===== config.mk =====
export PLATFORM = sky130hd
export DESIGN_NAME = sscr_regs
export DESIGN_NICKNAME = d
export VERILOG_FILES = /design/src/sscr_pkg.sv /design/src/sscr_pol_detect.sv /design/src/sscr_regs.sv
export SDC_FILE = /design/constraint.sdc
export NUM_CORES = 1
export LEC_CHECK = 0
export ABC_CLOCK_PERIOD_IN_PS = 7720
export BUFFER_PORTS_ARGS = -buffer_cell sky130_fd_sc_hd__buf_2
export CAP_MARGIN = 20
export CORE_ASPECT_RATIO = 1.75
export CORE_MARGIN = 2
export CORE_UTILIZATION = 41
export DETAILED_ROUTE_END_ITERATION = 16
export PLACE_DENSITY = 0.69
export REMOVE_ABC_BUFFERS = 1
export SLEW_MARGIN = 40
export SYNTH_ARGS = -nofsm -noshare
export SYNTH_HDL_FRONTEND = slang
export SYNTH_SLANG_ARGS = --single-unit

===== constraint.sdc =====
create_clock -name sys_clk -period 7.72 [get_ports sys_clk]
set_input_delay 0.386 -clock sys_clk [delete_from_list [all_inputs] [get_ports sys_clk]]
set_output_delay 0.386 -clock sys_clk [all_outputs]
set_load 0.02 [all_outputs]

===== src/sscr_pkg.sv =====
// constants for the sync status and calibration register bank
// assumes one 40 MHz clock and an 8-bit register port
package sscr_pkg;

    // ****************************************
    // register offsets
    // ****************************************
    localparam logic [7:0] OFS_OFFSET_AUTO = 8'h1b;
    localparam logic [7:0] OFS_STATUS = 8'h25;
    localparam logic [7:0] OFS_LPF_HIGH = 8'h26;
    localparam logic [7:0] OFS_LPF_LOW = 8'h27;
    localparam logic [7:0] OFS_TEST_ONE = 8'h28;
    localparam logic [7:0] OFS_TEST_TWO = 8'h29;
    localparam logic [7:0] OFS_TEST_THREE = 8'h2a;
    localparam logic [7:0] OFS_TEST_FOUR = 8'h2b;
    localparam logic [7:0] OFS_OFFSET_HOLD = 8'h2c;
    localparam logic [7:0] OFS_TEST_FIVE = 8'h2d;
    localparam logic [7:0] OFS_TEST_SIX = 8'h2e;
    localparam logic [7:0] OFS_GREEN_FILTER = 8'h34;
    localparam logic [7:0] OFS_GEAR = 8'h36;
    localparam logic [7:0] OFS_GAIN_MATCH = 8'h3c;

    // ****************************************
    // field positions
    // ****************************************
    localparam int BIT_HOLDOVER_POL = 3;
    localparam int BIT_RESTORE_POL = 2;
    localparam int BIT_EXTRANEOUS = 1;
    localparam int BIT_FILTER_LOCK = 0;
    localparam int BIT_OFFSET_AUTO_EN = 5;
    localparam int BIT_OFFSET_HOLD = 4;
    localparam int BIT_GREEN_FILTER_EN = 2;
    localparam int BIT_LOW_GEAR = 0;
    localparam int BIT_GAIN_HOLD = 3;
    localparam logic [2:0] GAIN_MATCH_ON = 3'h6;
    localparam logic [2:0] GAIN_MATCH_OFF = 3'h0;

    // ****************************************
    // reset values
    // ****************************************
    localparam logic [7:0] RST_TEST = 8'h00;
    localparam logic [7:0] RST_CONTROL = 8'h00;
    localparam logic [7:0] RD_UNMAPPED = 8'h00;

    // ****************************************
    // timing
    // ****************************************
    localparam int CLK_PERIOD_NS = 25;
    localparam int GREEN_MIN_PULSE_NS = 250;
    localparam int GREEN_MIN_CYC = (GREEN_MIN_PULSE_NS + CLK_PERIOD_NS - 1) / CLK_PERIOD_NS;
    localparam int SYNC_WINDOW_NS = 250;
    localparam int SYNC_WINDOW_CYC = (SYNC_WINDOW_NS + CLK_PERIOD_NS - 1) / CLK_PERIOD_NS;
    localparam int SETTLE_UPDATES = 10;
    localparam int LOCK_LINES = 8;
    localparam int LPF_W = 12;

    // green-channel sync pulse qualifier states
    typedef enum logic [1:0] {
        SSCR_GF_IDLE = 2'b00,
        SSCR_GF_QUAL = 2'b01,
        SSCR_GF_PASS = 2'b10
    } sscr_gf_state_t;

endpackage


===== src/sscr_pol_detect.sv =====
// polarity detector for one sync-like input
// assumes sig_in is synchronous to sys_clk
module sscr_pol_detect #(
    parameter int CNT_W = 8
) (
    // clock and reset
    input wire logic sys_clk,
    input wire logic rstn,
    input wire logic ce,
    // signal
    input wire logic sig_in,
    output logic pol_positive
);
    localparam logic [CNT_W-1:0] MID = {1'b1, {(CNT_W-1){1'b0}}};
    localparam logic [CNT_W-1:0] TOP = {CNT_W{1'b1}};
    localparam logic [CNT_W-1:0] ONE = {{(CNT_W-1){1'b0}}, 1'b1};

    logic [CNT_W-1:0] balance;

    if (CNT_W < 2) begin : g_chk
        $error("sscr_pol_detect: CNT_W must be at least 2");
    end

    // low time counts up, high time down; mostly low means short high pulses
    always_ff @(posedge sys_clk or negedge rstn) begin
        if (!rstn) begin
            balance <= MID;
        end else if (ce) begin
            if (!sig_in && balance != TOP) begin
                balance <= balance + ONE;
            end else if (sig_in && balance != '0) begin
                balance <= balance - ONE;
            end
        end
    end

    // registered polarity decision
    always_ff @(posedge sys_clk or negedge rstn) begin
        if (!rstn) begin
            pol_positive <= 1'b0;
        end else if (ce) begin
            pol_positive <= (balance >= MID);
        end
    end
endmodule


===== src/sscr_regs.sv =====
// status and calibration register bank of the capture front end
// assumes inputs synchronous to sys_clk, sync inputs normalised active high
//
// Chosen here: strobed register access.
module sscr_regs #(
    parameter int CORR_W = 10,
    parameter int POL_CNT_W = 8,
    parameter int PERIOD_W = 16
) (
    // clock and reset
    input wire logic sys_clk,
    input wire logic rstn,
    input wire logic ce,
    // register port
    input wire logic [7:0] addr,
    input wire logic [7:0] wdata,
    input wire logic wr,
    input wire logic rd,
    output logic [7:0] rdata,
    // sync inputs
    input wire logic pll_holdover_input,
    input wire logic black_level_restore_input,
    input wire logic hsync_in,
    input wire logic vsync_in,
    input wire logic green_channel_sync,
    // calibration
    input wire logic update_tick,
    input wire logic [CORR_W-1:0] offset_target,
    input wire logic [CORR_W-1:0] gain_target,
    output logic [CORR_W-1:0] offset_corr,
    output logic [CORR_W-1:0] gain_corr,
    output logic offset_settled,
    output logic gain_settled,
    // pll side
    output logic pll_green_sync,
    output logic vco_low_gear
);
    import sscr_pkg::*;
    localparam logic [PERIOD_W-1:0] WIN = PERIOD_W'(SYNC_WINDOW_CYC);
    localparam logic [3:0] GF_MIN = 4'(GREEN_MIN_CYC - 1);
    localparam logic [3:0] SETTLE_N = 4'(SETTLE_UPDATES);
    localparam logic [3:0] LOCK_N = 4'(LOCK_LINES);
    localparam logic [LPF_W-1:0] LPF_MAX = {LPF_W{1'b1}};
    if (CORR_W < 1 || CORR_W > 16 || PERIOD_W < 8 || GREEN_MIN_CYC > 16) begin : g_chk
        $error("sscr_regs: parameter out of range");
    end
    // ****************************************
    // register storage
    // ****************************************
    logic [7:0] test_one;
    logic [7:0] test_two;
    logic [7:0] test_five;
    logic [7:0] test_six;
    logic [7:0] offset_hold_control;
    logic [7:0] offset_auto_control;
    logic [7:0] green_sync_filter_control;
    logic [7:0] oscillator_gear_control;
    logic [7:0] gain_matching_control;
    // software writes; reserved control bits are stored as written
    always_ff @(posedge sys_clk or negedge rstn) begin
        if (!rstn) begin
            test_one <= RST_TEST;
            test_two <= RST_TEST;
            test_five <= RST_TEST;
            test_six <= RST_TEST;
            offset_hold_control <= RST_CONTROL;
            offset_auto_control <= RST_CONTROL;
            green_sync_filter_control <= RST_CONTROL;
            oscillator_gear_control <= RST_CONTROL;
            gain_matching_control <= RST_CONTROL;
        end else if (ce && wr) begin
            case (addr)
                OFS_TEST_ONE: test_one <= wdata;
                OFS_TEST_TWO: test_two <= wdata;
                OFS_TEST_FIVE: test_five <= wdata;
                OFS_TEST_SIX: test_six <= wdata;
                OFS_OFFSET_HOLD: offset_hold_control <= wdata;
                OFS_OFFSET_AUTO: offset_auto_control <= wdata;
                OFS_GREEN_FILTER: green_sync_filter_control <= wdata;
                OFS_GEAR: oscillator_gear_control <= wdata;
                OFS_GAIN_MATCH: gain_matching_control <= wdata;
                default: ;
            endcase
        end
    end

    // ****************************************
    // polarity of holdover and restore inputs
    // ****************************************
    logic holdover_pol;
    logic restore_pol;
    sscr_pol_detect #(
        .CNT_W(POL_CNT_W)
    ) u_holdover_pol (
        .sys_clk(sys_clk),
        .rstn(rstn),
        .ce(ce),
        .sig_in(pll_holdover_input),
        .pol_positive(holdover_pol)
    );
    sscr_pol_detect #(
        .CNT_W(POL_CNT_W)
    ) u_restore_pol (
        .sys_clk(sys_clk),
        .rstn(rstn),
        .ce(ce),
        .sig_in(black_level_restore_input),
        .pol_positive(restore_pol)
    );
    // ****************************************
    // horizontal sync filter
    // ****************************************
    logic hsync_d;
    logic vsync_d;
    logic [PERIOD_W-1:0] line_timer;
    logic [PERIOD_W-1:0] last_period;
    logic line_dirty;
    logic extraneous;
    logic [3:0] clean_lines;
    logic filter_lock;
    logic hs_edge;
    logic vs_edge;
    logic line_start;
    logic period_match;
    assign hs_edge = hsync_in && !hsync_d;
    assign vs_edge = vsync_in && !vsync_d;
    // an edge inside the window after the last accepted start is not a line
    assign line_start = hs_edge && (line_timer >= WIN);
    assign period_match = (line_timer + WIN >= last_period) && (line_timer <= last_period + WIN);
    // edge history of the sync inputs
    always_ff @(posedge sys_clk or negedge rstn) begin
        if (!rstn) begin
            hsync_d <= 1'b0;
            vsync_d <= 1'b0;
        end else if (ce) begin
            hsync_d <= hsync_in;
            vsync_d <= vsync_in;
        end
    end
    // time since last accepted line start, saturating
    always_ff @(posedge sys_clk or negedge rstn) begin
        if (!rstn) begin
            line_timer <= '1;
            last_period <= '0;
        end else if (ce) begin
            if (line_start) begin
                line_timer <= PERIOD_W'(1);
                last_period <= line_timer;
            end else if (line_timer != '1) begin
                line_timer <= line_timer + PERIOD_W'(1);
            end
        end
    end
    // extra edges during active sync mark the line; flag follows the last line
    always_ff @(posedge sys_clk or negedge rstn) begin
        if (!rstn) begin
            line_dirty <= 1'b0;
            extraneous <= 1'b0;
        end else if (ce) begin
            if (line_start) begin
                extraneous <= line_dirty;
                line_dirty <= 1'b0;
            end else if (hs_edge) begin
                line_dirty <= 1'b1;
            end
        end
    end
    // lock after a run of lines with steady period
    always_ff @(posedge sys_clk or negedge rstn) begin
        if (!rstn) begin
            clean_lines <= 4'h0;
            filter_lock <= 1'b0;
        end else if (ce) begin
            if (line_start) begin
                if (!period_match) begin
                    clean_lines <= 4'h0;
                    filter_lock <= 1'b0;
                end else if (clean_lines != LOCK_N) begin
                    clean_lines <= clean_lines + 4'h1;
                end else begin
                    filter_lock <= 1'b1;
                end
            end else if (line_timer == '1) begin
                clean_lines <= 4'h0;
                filter_lock <= 1'b0;
            end
        end
    end

    // ****************************************
    // lines per frame counter
    // ****************************************
    logic [LPF_W-1:0] line_count;
    logic [LPF_W-1:0] lines_per_frame;
    // count accepted line starts, latch at each frame start
    always_ff @(posedge sys_clk or negedge rstn) begin
        if (!rstn) begin
            line_count <= '0;
            lines_per_frame <= '0;
        end else if (ce) begin
            if (vs_edge) begin
                lines_per_frame <= line_count;
                line_count <= line_start ? LPF_W'(1) : '0;
            end else if (line_start && line_count != LPF_MAX) begin
                line_count <= line_count + LPF_W'(1);
            end
        end
    end

    // ****************************************
    // green-channel sync pulse filter
    // ****************************************
    sscr_gf_state_t gf_state;
    sscr_gf_state_t next_gf_state;
    logic [3:0] gf_cnt;
    logic gf_enable;
    assign gf_enable = green_sync_filter_control[BIT_GREEN_FILTER_EN];
    // qualify pulse width before passing it on
    always_comb begin
        next_gf_state = gf_state;
        case (gf_state)
            SSCR_GF_IDLE: begin
                if (green_channel_sync) begin
                    next_gf_state = gf_enable ? SSCR_GF_QUAL : SSCR_GF_PASS;
                end
            end
            SSCR_GF_QUAL: begin
                if (!green_channel_sync) begin
                    next_gf_state = SSCR_GF_IDLE;
                end else if (gf_cnt == GF_MIN) begin
                    next_gf_state = SSCR_GF_PASS;
                end
            end
            SSCR_GF_PASS: begin
                if (!green_channel_sync) begin
                    next_gf_state = SSCR_GF_IDLE;
                end
            end
            default: next_gf_state = SSCR_GF_IDLE;
        endcase
    end
    // state and width counter
    always_ff @(posedge sys_clk or negedge rstn) begin
        if (!rstn) begin
            gf_state <= SSCR_GF_IDLE;
            gf_cnt <= 4'h0;
        end else if (ce) begin
            gf_state <= next_gf_state;
            if (gf_state == SSCR_GF_QUAL) begin
                gf_cnt <= gf_cnt + 4'h1;
            end else begin
                gf_cnt <= 4'h1;
            end
        end
    end
    // pulse to pll; with filter on it starts after the minimum width has passed
    always_ff @(posedge sys_clk or negedge rstn) begin
        if (!rstn) begin
            pll_green_sync <= 1'b0;
        end else if (ce) begin
            pll_green_sync <= (next_gf_state == SSCR_GF_PASS);
        end
    end
    // oscillator gear select
    always_ff @(posedge sys_clk or negedge rstn) begin
        if (!rstn) begin
            vco_low_gear <= 1'b0;
        end else if (ce) begin
            vco_low_gear <= oscillator_gear_control[BIT_LOW_GEAR];
        end
    end

    // ****************************************
    // offset and gain correction trackers
    // ****************************************
    logic offset_run;
    logic gain_run;
    logic [3:0] offset_updates;
    logic [3:0] gain_updates;
    assign offset_run = offset_auto_control[BIT_OFFSET_AUTO_EN]
        && !offset_hold_control[BIT_OFFSET_HOLD];
    assign gain_run = (gain_matching_control[2:0] == GAIN_MATCH_ON)
        && gain_matching_control[BIT_GAIN_HOLD];
    // offset follows its target on each update while running, frozen otherwise
    always_ff @(posedge sys_clk or negedge rstn) begin
        if (!rstn) begin
            offset_corr <= '0;
            offset_updates <= 4'h0;
        end else if (ce) begin
            if (!offset_run) begin
                offset_updates <= 4'h0;
            end else if (update_tick) begin
                offset_corr <= offset_target;
                if (offset_updates != SETTLE_N) begin
                    offset_updates <= offset_updates + 4'h1;
                end
            end
        end
    end
    // gain follows its target on each update while enabled and the hold bit is set
    always_ff @(posedge sys_clk or negedge rstn) begin
        if (!rstn) begin
            gain_corr <= '0;
            gain_updates <= 4'h0;
        end else if (ce) begin
            if (!gain_run) begin
                gain_updates <= 4'h0;
            end else if (update_tick) begin
                gain_corr <= gain_target;
                if (gain_updates != SETTLE_N) begin
                    gain_updates <= gain_updates + 4'h1;
                end
            end
        end
    end
    // settled once ten updates have run
    always_ff @(posedge sys_clk or negedge rstn) begin
        if (!rstn) begin
            offset_settled <= 1'b0;
            gain_settled <= 1'b0;
        end else if (ce) begin
            offset_settled <= (offset_updates == SETTLE_N);
            gain_settled <= (gain_updates == SETTLE_N);
        end
    end

    // ****************************************
    // read path
    // ****************************************
    logic [7:0] status_byte;
    logic [7:0] next_rdata;
    always_comb begin
        status_byte = 8'h00;
        status_byte[BIT_HOLDOVER_POL] = holdover_pol;
        status_byte[BIT_RESTORE_POL] = restore_pol;
        status_byte[BIT_EXTRANEOUS] = extraneous;
        status_byte[BIT_FILTER_LOCK] = filter_lock;
    end
    // read mux; status and count come from live state only
    always_comb begin
        case (addr)
            OFS_STATUS: next_rdata = status_byte;
            OFS_LPF_HIGH: next_rdata = lines_per_frame[11:4];
            OFS_LPF_LOW: next_rdata = {lines_per_frame[3:0], 4'h0};
            OFS_TEST_ONE: next_rdata = test_one;
            OFS_TEST_TWO: next_rdata = test_two;
            OFS_TEST_THREE: next_rdata = 8'h00;
            OFS_TEST_FOUR: next_rdata = 8'h00;
            OFS_OFFSET_HOLD: next_rdata = offset_hold_control;
            OFS_OFFSET_AUTO: next_rdata = offset_auto_control;
            OFS_TEST_FIVE: next_rdata = test_five;
            OFS_TEST_SIX: next_rdata = test_six;
            OFS_GREEN_FILTER: next_rdata = green_sync_filter_control;
            OFS_GEAR: next_rdata = oscillator_gear_control;
            OFS_GAIN_MATCH: next_rdata = gain_matching_control;
            default: next_rdata = RD_UNMAPPED;
        endcase
    end
    // read data one cycle after the strobe, zero otherwise
    always_ff @(posedge sys_clk or negedge rstn) begin
        if (!rstn) begin
            rdata <= 8'h00;
        end else if (ce) begin
            rdata <= rd ? next_rdata : 8'h00;
        end
    end
endmodule


# After elaboration in Yosys (flattened, before gate mapping)
# Index checks and enable logic that the tools add are counted.
[classes]
addsub = 12
order_cmp = 5
eq_ne = 33
mux = 34
n_reduce_logical = 48
[op_table]
columns = ["cell", "count"]
rows = [
  ["8-bit case mux with 12 select lines", 1],
  ["8-bit by 6-bit == test with 1-bit output, second input constant", 11],
  ["4-bit two-way mux", 11],
  ["8-bit two-way mux", 5],
  ["16-bit by 4-bit adder with 16-bit output, second input constant", 2],
  ["16-bit two-way mux", 2],
  ["2-bit AND reduction", 16],
  ["12-bit two-way mux", 2],
  ["3-bit AND reduction", 6],
  ["16-bit by 1-bit adder with 16-bit output, second input constant", 1],
  ["4-bit by 1-bit adder with 4-bit output, second input constant", 4],
  ["8-bit by 1-bit adder with 8-bit output, second input constant", 2],
  ["16-bit == test, second input constant", 1],
  ["16-bit greater-or-equal comparator", 1],
  ["16-bit by 4-bit greater-or-equal comparator with 1-bit output, second input constant", 1],
  ["8-bit greater-or-equal comparator, second input constant", 2],
  ["16-bit less-or-equal comparator", 1],
  ["16-bit inequality test, second input constant", 1],
  ["8-bit inequality test, second input constant", 2],
  ["8-bit nonzero test", 2],
  ["8-bit by 1-bit subtractor with 8-bit output, second input constant", 2],
  ["12-bit by 1-bit adder with 12-bit output, second input constant", 1],
  ["4-bit == test, second input constant", 3],
  ["1-bit logical AND", 12],
  ["other kinds (16)", 40],
]
[word_totals]
register_bits = 201
inputBits = 47
output_inout_bits = 32
word_cells = 166

# Logic depth before layout (Yosys ltp)
# Gate-level depths: netlist of the first run.
[logic_depth]
word_depth = 6
depth_mapped = 15
mapped_depth_nobuf = 15

# Hierarchy
# Synthesis of the first run repeated with hierarchy kept, for this count alone.
[hier_totals]
hier_cells = 1064
hier_area_um2 = 11111.9
[modules_own_cells]
columns = ["module", "instances", "cells_per_inst", "area_each_um2", "seq_area_each_um2"]
rows = [
  ["sscr_regs", 1, 938, 9733.1, 4599.4],
  ["sscr_pol_detect", 2, 63, 689.4, 226.5],
]

# Least setup slack after synthesis of the first run
# No wires, ideal clock.
[synth_path]
path_kind = "register to register"
from = "register line_timer[4]"
to = "register clean_lines[0]"
setup_time_ns = 0.146
t_arrival_ns = 3.156
t_required_ns = 7.574
path_slack_ns = 4.418
stages_incl_launch_ff = 15
path_buffers = 1
synth_period_minus_slack_ns = 3.302
path_cell_list = "dfstp_2 -> buf_2 -> and3_1 -> o21ai_0 -> or3_1 -> nor2b_1 -> xor2_1 -> ha_1 -> a211oi_1 -> nor2_1 -> a2111oi_0 -> o21ai_0 -> o2111ai_1 -> o31a_1 -> o22ai_1"
[synth_via]
elab_chain_len = 5
elab_cells_between_ends = 12
classes_between = "add/sub (1); order compare (3); eq/ne (2); mux (2); reduce/logical (4)"
[synth_rtl]
columns = ["element", "line", "rtl"]
rows = [
  ["start, declared", "sscr_regs.sv:115", "logic [PERIOD_W-1:0] line_timer;"],
  ["start signal, assigned", "sscr_regs.sv:150", "line_timer <= line_timer + PERIOD_W'(1);"],
  ["16-bit by 4-bit adder with 16-bit output", "sscr_regs.sv:129", "assign period_match = (line_timer + WIN >= last_period) && (line_timer <= last_period + WIN);"],
  ["16-bit greater-or-equal comparator", "sscr_regs.sv:129", ""],
  ["1-bit logical AND", "sscr_regs.sv:129", ""],
  ["3-bit by 2-bit inequality test with 1-bit output (no line) or 4-bit two-way mux (tied branches)", "-", ""],
  ["3-bit AND reduction (no line) or 4-bit two-way mux (tied branches)", "-", ""],
  ["end signal, assigned", "sscr_regs.sv:179", "clean_lines <= clean_lines + 4'h1;"],
  ["end, declared", "sscr_regs.sv:119", "logic [3:0] clean_lines;"],
]
# Several ways; a longest one is shown, not always the timed one.
# A chain may end at the register's enable or synchronous reset.

# Worst setup path in the final report of the first run
[layout_path]
from = "register line_timer[1]"
to = "register clean_lines[0]"
# The elaborated chain is that of the path after synthesis.

==> results of run 1 <==
## power by group
part / internal, mW / total (mW) / switching (mW)
clock: 0.566 / 0.983 / 0.417
sequential: 1.22 / 1.37 / 0.159
combinational: 0.381 / 0.858 / 0.477
total: 2.16 / 3.21 / 1.05
## metal layers
layer / global-route usage, % / vias to the layer above / share of wire (%)
li1: - / 3781 / -
met1: 20.7 / 3986 / 38
met2: 36.4 / 178 / 54
met3: 2.19 / 65 / 3.7
met4: 9.12 / 0 / 4.3
met5: 0 / - / 0
## final cells by class
| class | instances | area (sq um) |
|---|---|---|
| timing repair buffer | 83 | 454 |
| fill | 2377 | 13800 |
| inverter | 35 | 131 |
| multi-input combinational | 746 | 5510 |
| clock buffer | 24 | 537 |
| clock inverter | 11 | 109 |
| tap | 320 | 400 |
| sequential | 201 | 5050 |
## cells in the mapped netlist, drive strengths merged (7+ instances only)
cell / number
dfstp: 18
nand4: 21
inv: 35
mux2i: 11
nor2b: 10
nand2b: 8
o21ai: 69
mux2: 109
nor3: 16
or3: 7
ha: 56
nand2: 108
nand3: 29
buf: 16
a22oi: 12
o22ai: 10
xnor2: 38
o2bb2ai: 10
nor2: 66
a221oi: 9
nor4: 9
a21o: 13
a21oi: 37
clkbuf: 17
xor2: 25
dfrtp: 183
## registers in the layout, summed over array words and instances, names as in the netlist, 2 cells and up
name	count
clean_lines	4
gain_corr	10
gain_matching_control	8
gain_updates	4
gf_cnt	4
gf_state	2
green_sync_filter_control	8
last_period	16
line_count	12
line_timer	16
lines_per_frame	12
offset_auto_control	8
offset_corr	10
offset_hold_control	8
offset_updates	4
oscillator_gear_control	8
rdata	8
test_five	8
test_one	8
test_six	8
test_two	8
u_holdover_pol.balance	8
u_restore_pol.balance	8
## cell families after synthesis
logic type	count (synthesis)	share of synthesized area (%)
AOI/OAI and AO/OA	198	11.9
xor gates and xnor gates	63	5.10
adders and majority gates	58	6.85
buffers and inverters	68	2.57
DFF	201	46.7
muxes	120	12.4
and+or+nand+nor	307	14.5
## path summary, 6_finish.rpt
path                                            from                                    end  slack [ps]  cells after the start
hold / removal                      offset_target[5]             offset_corr[5]$_DFFE_PN0P_         110                      2
hold reg to reg                 rdata[4]$_DFFE_PN0P_                   rdata[4]$_DFFE_PN0P_         480                      1
setup / recovery           line_timer[1]$_DFFE_PN1P_             clean_lines[0]$_DFFE_PN0P_        4020                     13
max in group asynchronous                       rstn     offset_hold_control[2]$_DFFE_PN0P_        6070                      3
setup reg to reg           line_timer[1]$_DFFE_PN1P_             clean_lines[0]$_DFFE_PN0P_        4020                     13
min in group asynchronous                       rstn  u_holdover_pol.balance[4]$_DFFE_PN0P_         410                      2
==> results, run 1 <==
- The run finished with clean final reports.
- The floorplan has 78 rows.
- The first global-routing pass estimated 42600 microns of wire.
- Yosys printed 0 warnings.
- Of all cell types, the one taking the most synthesized area is sky130_fd_sc_hd__dfrtp_1.
- The number of remaining DRC errors is 0.
- The count of buffering cells on the critical path with inverters included is 0.
- The worst setup path is of the reg -> reg kind.
- The number of hold-slack violations in the final timing report was 0.
- The number of global-route vias before repair is 8240.
- OpenSTA, run right after detailed placement, puts the worst setup slack at 4030 ps.
- The remaining max-slew budget at the tightest pin is 41.9%.
- In this run, synthesis produced a sequential element count of 201.
- The transition time of the tightest slew-check pin is 865 ps.
- The worst setup path is captured at a flop.
- The cell at the root of the clock tree is sky130_fd_sc_hd__clkbuf_16.
- The longest clock path from root to sink contains 3 buffers.
- The fraction of the yosys area taken by sequential cells is 46.7%.
- In this run the static leakage power is 5.63 nW.
- The count of final setup violators is 0.
- The path class of the tightest hold or removal check is in -> reg.
- The TritonCTS clock tree is done.
- Leaving out filler cells and counting taps, the final layout contains 1420.
- In this run the mean area of a mapped cell was 10.7 sq um.
- In this run the power density over the cells is 264 mW/mm^2.
- In this run, placement finished with an instance count of 1384.
- By area the synthesized netlist is led by sky130_fd_sc_hd__dfrtp_1, sky130_fd_sc_hd__mux2_2, sky130_fd_sc_hd__ha_1.
- The post-cts resize count is 0.
- Counting every sink on the clock net gives 201.
- Max-cap violations in this run came to 0.
- The y dimension of the die is 219 microns.
- In this run the tool buffered the top-level ports with 78 buffer cells.
- For this configuration, the core starts out at a cell density of 41.7%.
- After clock tree synthesis, the flow added hold-fix buffers numbering 1.
- The critical path startpoint category is a flop.
- The count of nets left with antenna violations once routing finished came out at 0.
- The boundary pin count is 79.
- The arrival time reported for the critical path endpoint is 4050 ps.
- Setup repair after global routing left no endpoint under its margin.
- The largest stage delay on the critical path is 610 ps.
- The core box area is 0.0260 sq mm.
- Broken down by cell family, the worst path's largest delay share belongs to compound AO/OA/AOI/OAI gates.
- Of the available clock period, the critical path in the final layout requires 47.9%.
- Along the worst path, the maximum fanout reaches 8.
- The clock tree skew after final layout is 9.61 ps.
- The detailed-placement wirelength estimate is 18900 microns.
- The total negative setup slack is 0 ps.
- The worst path required time is 8070 ps.
- The number of instances in the synthesized netlist is 1015.
- Once placement finished, the instance area stood at 0.0115 sq mm.
- For this block, the routed nets add up to 26000 microns of wire.
- Leaving out fill and tap cells, the most frequent cells in the layout are sky130_fd_sc_hd__dfrtp_1, sky130_fd_sc_hd__mux2_2, sky130_fd_sc_hd__nand2_1.
- The critical path goes through ha_1, o21ai_0, or3_1, nor2b_1, xor2_1, ha_1, a211oi_1, nor2_1, a2111oi_0, o21ai_0, o2111ai_1, o31a_1, o22ai_1.
- The via count is 8010.
- From left edge to right edge, the die measures 127 microns.
- Across the VDD grid, the largest voltage drop is 119 uV.
- In this run the number of H-tree levels came out at 1.
- The worst path needs 3700 ps of the cycle, external delays included.
- After clock tree synthesis, the clock-pin slew on the worst setup and hold paths is 60 ps.
- The total power after layout is 3.21 mW.
- Of the cells placed in the final design, the portion with a size suffix greater than 1 is 24.5%.
- The mapped netlist covers 0.0108 sq mm.
- The number of violations reported at the end of detailed-routing iteration 0 is 434.
- The number of nets in the layout is 1193.
- After clock tree synthesis, the setup repair step added 0 buffers.
- The die covers 0.0277 sq mm.
- The core utilization of the finished layout is 47.0%.
- The hold slack is 110 ps.
- Among all stages on the critical path, the largest delay is contributed by sky130_fd_sc_hd__dfstp_2.
- The most common library cell in the layout ignoring fill and taps is sky130_fd_sc_hd__dfrtp_1.
- With fillers left out, the area of the finished cells amounts to 0.0122 sq mm.
- The first detailed-routing pass took 4 iterations.
- The maximum clock rate is 0.270 GHz.
- From synthesis to final layout, the design area changed by 12.8%.
- The all-layer global routing usage is 19.1%.
- The top cell type by area accounts for 42.3% of the synthesized area.
- The weighted congestion reported at the end of routability-driven placement is 0.935.
- The pin count of the biggest net entering global routing is 126.
- The number of diodes is 0.
- The clock reaches the later pin of the worst-skew pair after 510 ps.
- Using the TritonRoute via totals, the vias-per-cell ratio works out to 5.64.
- The number of flops mapped to enable cells by yosys is 0.
- The final max-slew violation count is 0.
- The number of buffers created by CTS is 21.
- In the post-route analysis, the smallest setup slack over all paths is 4020 ps.
- The post-synthesis cell type count is 69.
- The average wire per cell in the routed design is 18.3 microns.
- The top flip-flop cell by instance count after synthesis is sky130_fd_sc_hd__dfrtp_1.
- The initial antenna violation count was 0.
- For this run, asynchronously set or reset flops after synthesis account for 100%.
- For this run the aggregate overflow at the end of global routing stands at 0.
(Power assumes the default switching activity.)
==> inputs of run 2 (changes only) <==
- ABC_CLOCK_PERIOD_IN_PS: 7720 -> 3600
- clock period: 7.72 -> 3.6 ns (I/O delays scaled with it)
==> run 2 against run 1 <==
Against the previous run: routed wire length rose by 2.6%; die area did not move; via count rose by 3.6%; sequential share of layout area fell by 1.4 points; global-route usage rose by 0.24 points; power rose by 120%; register-to-register slack got worse by 3800 ps; critical path type unchanged; largest cell class unchanged.
==> results, run 2 (synthesized netlist as in run 1, its figures left out) <==
- The y dimension of the die is 219 microns (unchanged).
- The number of violations reported at the end of detailed-routing iteration 0 came to 373 (-14%).
- The library cells used most frequently in the layout, excluding fill and tap cells, are sky130_fd_sc_hd__dfrtp_1, sky130_fd_sc_hd__mux2_2, sky130_fd_sc_hd__nand2_1.
- TritonCTS built the clock tree.
- The vias per cell is 5.68 (+0.73%).
- The worst-path maximum fanout came to 8 (unchanged).
- The number of post-CTS setup repair buffers was 0 (unchanged).
- The all-layer global routing usage is 19.3% (+0.24 points).
- The setup slack of the critical path after layout was 184 ps (-3840 ps).
- The via count is 8296 (+3.6%).
- The final critical delay including setup and external delays came to 3420 ps (-283 ps).
- The count of max-cap constraint violations was 0 (unchanged).
- The number of remaining DRC errors is 0 (unchanged).
- The clock transition time at the flip-flop clock pins of the worst setup and hold paths is 70 ps (about the same).
- The clock latency reported for the late side of the worst-skew pair is 500 ps (about the same).
- STA classifies the critical path endpoint as a flop.
- The number of buffers created by CTS came to 20 (-4.8%).
- The maximum VDD drop is 276 uV (+130%).
- The maximum clock rate was 0.293 GHz (+8.3%).
- The share of the clock period used by the worst path after layout came to 94.9% (+47 points).
- The first-pass GRT wire length is 43000 microns (+1.0%).
- The number of diodes came to 0 (unchanged).
- The remaining max-slew budget at the tightest pin came to 45.2% (+3.3 points).
- The number of cell instances on the worst register-to-register path is 12 (-1).
- The filler cell count in the final layout is 2316 (-2.6%).
- The largest registers in the layout are last_period: 16 flops, line_timer: 16 flops.
- The residual antenna-violating net count after detailed routing is 0 (unchanged).
- The worst hold path cell count is 2 (unchanged).
- The area added between synthesis and finish is 16.7%.
- The number of hold-slack violations in the final timing report is 0 (unchanged).
- The initial antenna violation count was 0 (unchanged).
- The weighted congestion reported at the end of routability-driven placement is 0.939 (+0.34%).
- The number of placement rows is 78 (unchanged).
- The core box area was 0.0260 sq mm (unchanged).
- The critical path startpoint category is a flop.
- The effective utilization at floorplan is 41.7% (unchanged).
- The number of buffers added on ports is 78 (unchanged).
- The count of final setup violators is 0 (unchanged).
- The number of sinks handled by clock tree synthesis is 201 (unchanged).
- The clock tree skew after final layout is 6.32 ps (-3.29 ps).
- The pin count of the biggest net entering global routing came to 109 (-13%).
- The pre-CTS worst setup slack is 91.9 ps (-3940 ps).
- The critical path is of the reg -> reg type.
- The die footprint is 0.0277 sq mm (unchanged).
- The power density of the placed cells is 563 mW/mm^2 (+110%).
- The cell at the root of the clock tree is sky130_fd_sc_hd__clkbuf_16.
- Leaving out fill and tap cells, the most frequent cell in the layout is sky130_fd_sc_hd__dfrtp_1.
- The boundary pin count is 79 (unchanged).
- The chip width is 127 microns (unchanged).
- The post-detailed-routing wire length is 26700 microns (+2.6%).
- The CTS H-tree depth is 1 (unchanged).
- The first-pass detailed-route iteration total is 4 (unchanged).
- The number of nets in the layout is 1231 (+3.2%).
- The overflow left after global routing is 0 (unchanged).
- The final max-slew violation count is 0 (unchanged).
- The total negative setup slack is 0 ps (unchanged).
- The worst path required time came to 3970 ps (-4100 ps).
- The average wire per cell in the routed design is 18.3 microns (-0.21%).
- The transition time of the tightest slew-check pin is 819 ps (-45.7 ps).
- The run finished with clean final reports.
- The leakage power summed over all cells was 5.82 nW (+3.5%).
- The arrival time reported for the critical path endpoint is 3780 ps (-270 ps).
- The number of global-route vias before repair came to 8484 (+3.0%).
- The detailed-placement wirelength estimate came to 19500 microns (+3.1%).
- The worst-case clock buffer depth came to 3 (unchanged).
- The fraction of final layout cells with drive strength greater than 1 is 25.4% (+0.98 points).
- The worst hold path class is in -> reg.
- Setup repair after global routing left no endpoint under its margin.
[run 2: worst max-delay path: stages (launching register included)]
cell	delay, ps
sky130_fd_sc_hd__dfstp_2	620
sky130_fd_sc_hd__nand2_1	220
sky130_fd_sc_hd__or3_1	460
sky130_fd_sc_hd__nor2b_1	160
sky130_fd_sc_hd__xor2_1	160
sky130_fd_sc_hd__ha_1	260
sky130_fd_sc_hd__a211oi_1	230
sky130_fd_sc_hd__nor2_1	90
sky130_fd_sc_hd__a2111oi_0	400
sky130_fd_sc_hd__o21ai_0	200
sky130_fd_sc_hd__o2111ai_2	200
sky130_fd_sc_hd__o31a_1	200
sky130_fd_sc_hd__o22ai_1	80
[run 2: area by class of cell]
class | count | area, sq um | area share [%]
clock inverter | 8 | 88.8 | 0.704
inverter | 35 | 131 | 1.04
sequential | 201 | 5050 | 40.0
multi-input combinational | 746 | 5530 | 43.8
tap | 320 | 400 | 3.17
timing repair buffer | 122 | 801 | 6.35
clock buffer | 28 | 612 | 4.85
[run 2: stage by stage]
stage	power [mW]	hold slack, ps	area (sq um)	util (%)	std cells
floorplan	4.25	-116	10700	-	982
CTS	7.14	45.2	12600	48.5	1460
detailed placement	4.88	189	11600	44.8	1400
finish	7.11	62.0	12600	48.6	1460
global placement	4.80	337	11600	44.8	1400
global route	7.56	51.0	12600	48.6	1460
[run 2: path summary, 6_finish.rpt]
path / startpoint / endpoint / slack, ps
setup reg to reg: line_timer[7]$_DFFE_PN1P_ / clean_lines[0]$_DFFE_PN0P_ / 180
hold reg to reg: lines_per_frame[10]$_DFFE_PN0P_ / lines_per_frame[10]$_DFFE_PN0P_ / 480
hold / removal: wdata[3] / test_five[3]$_DFFE_PN0P_ / 60
setup / recovery: line_timer[7]$_DFFE_PN1P_ / clean_lines[0]$_DFFE_PN0P_ / 180
max in group asynchronous: rstn / line_timer[2]$_DFFE_PN1P_ / 2450
min in group asynchronous: rstn / u_holdover_pol.balance[3]$_DFFE_PN0P_ / 220
[run 2: repair_timing]
action | in CTS | in global routing
hold buffers | 24 | 0
endpoints found under the setup margin | 0 | 3
gates resized for setup | 0 | 6
hold endpoints to repair | 123 | 0
[run 2: power by group]
group	switching, mW	leakage (nW)	internal [mW]	total [mW]
logic	1.10	2.81	0.882	1.98
clock network	0.888	0.352	1.33	2.22
registers	0.304	2.66	2.60	2.91
[run 2: routing by layer]
metal  share of wire, %  vias up  global-route usage (%)
li1                   -     3870                       -
met1                 37     4131                    20.1
met2                 54      213                    37.0
met3                4.0       82                    2.49
met4                5.3        0                    10.4
met5                  0        -                       0
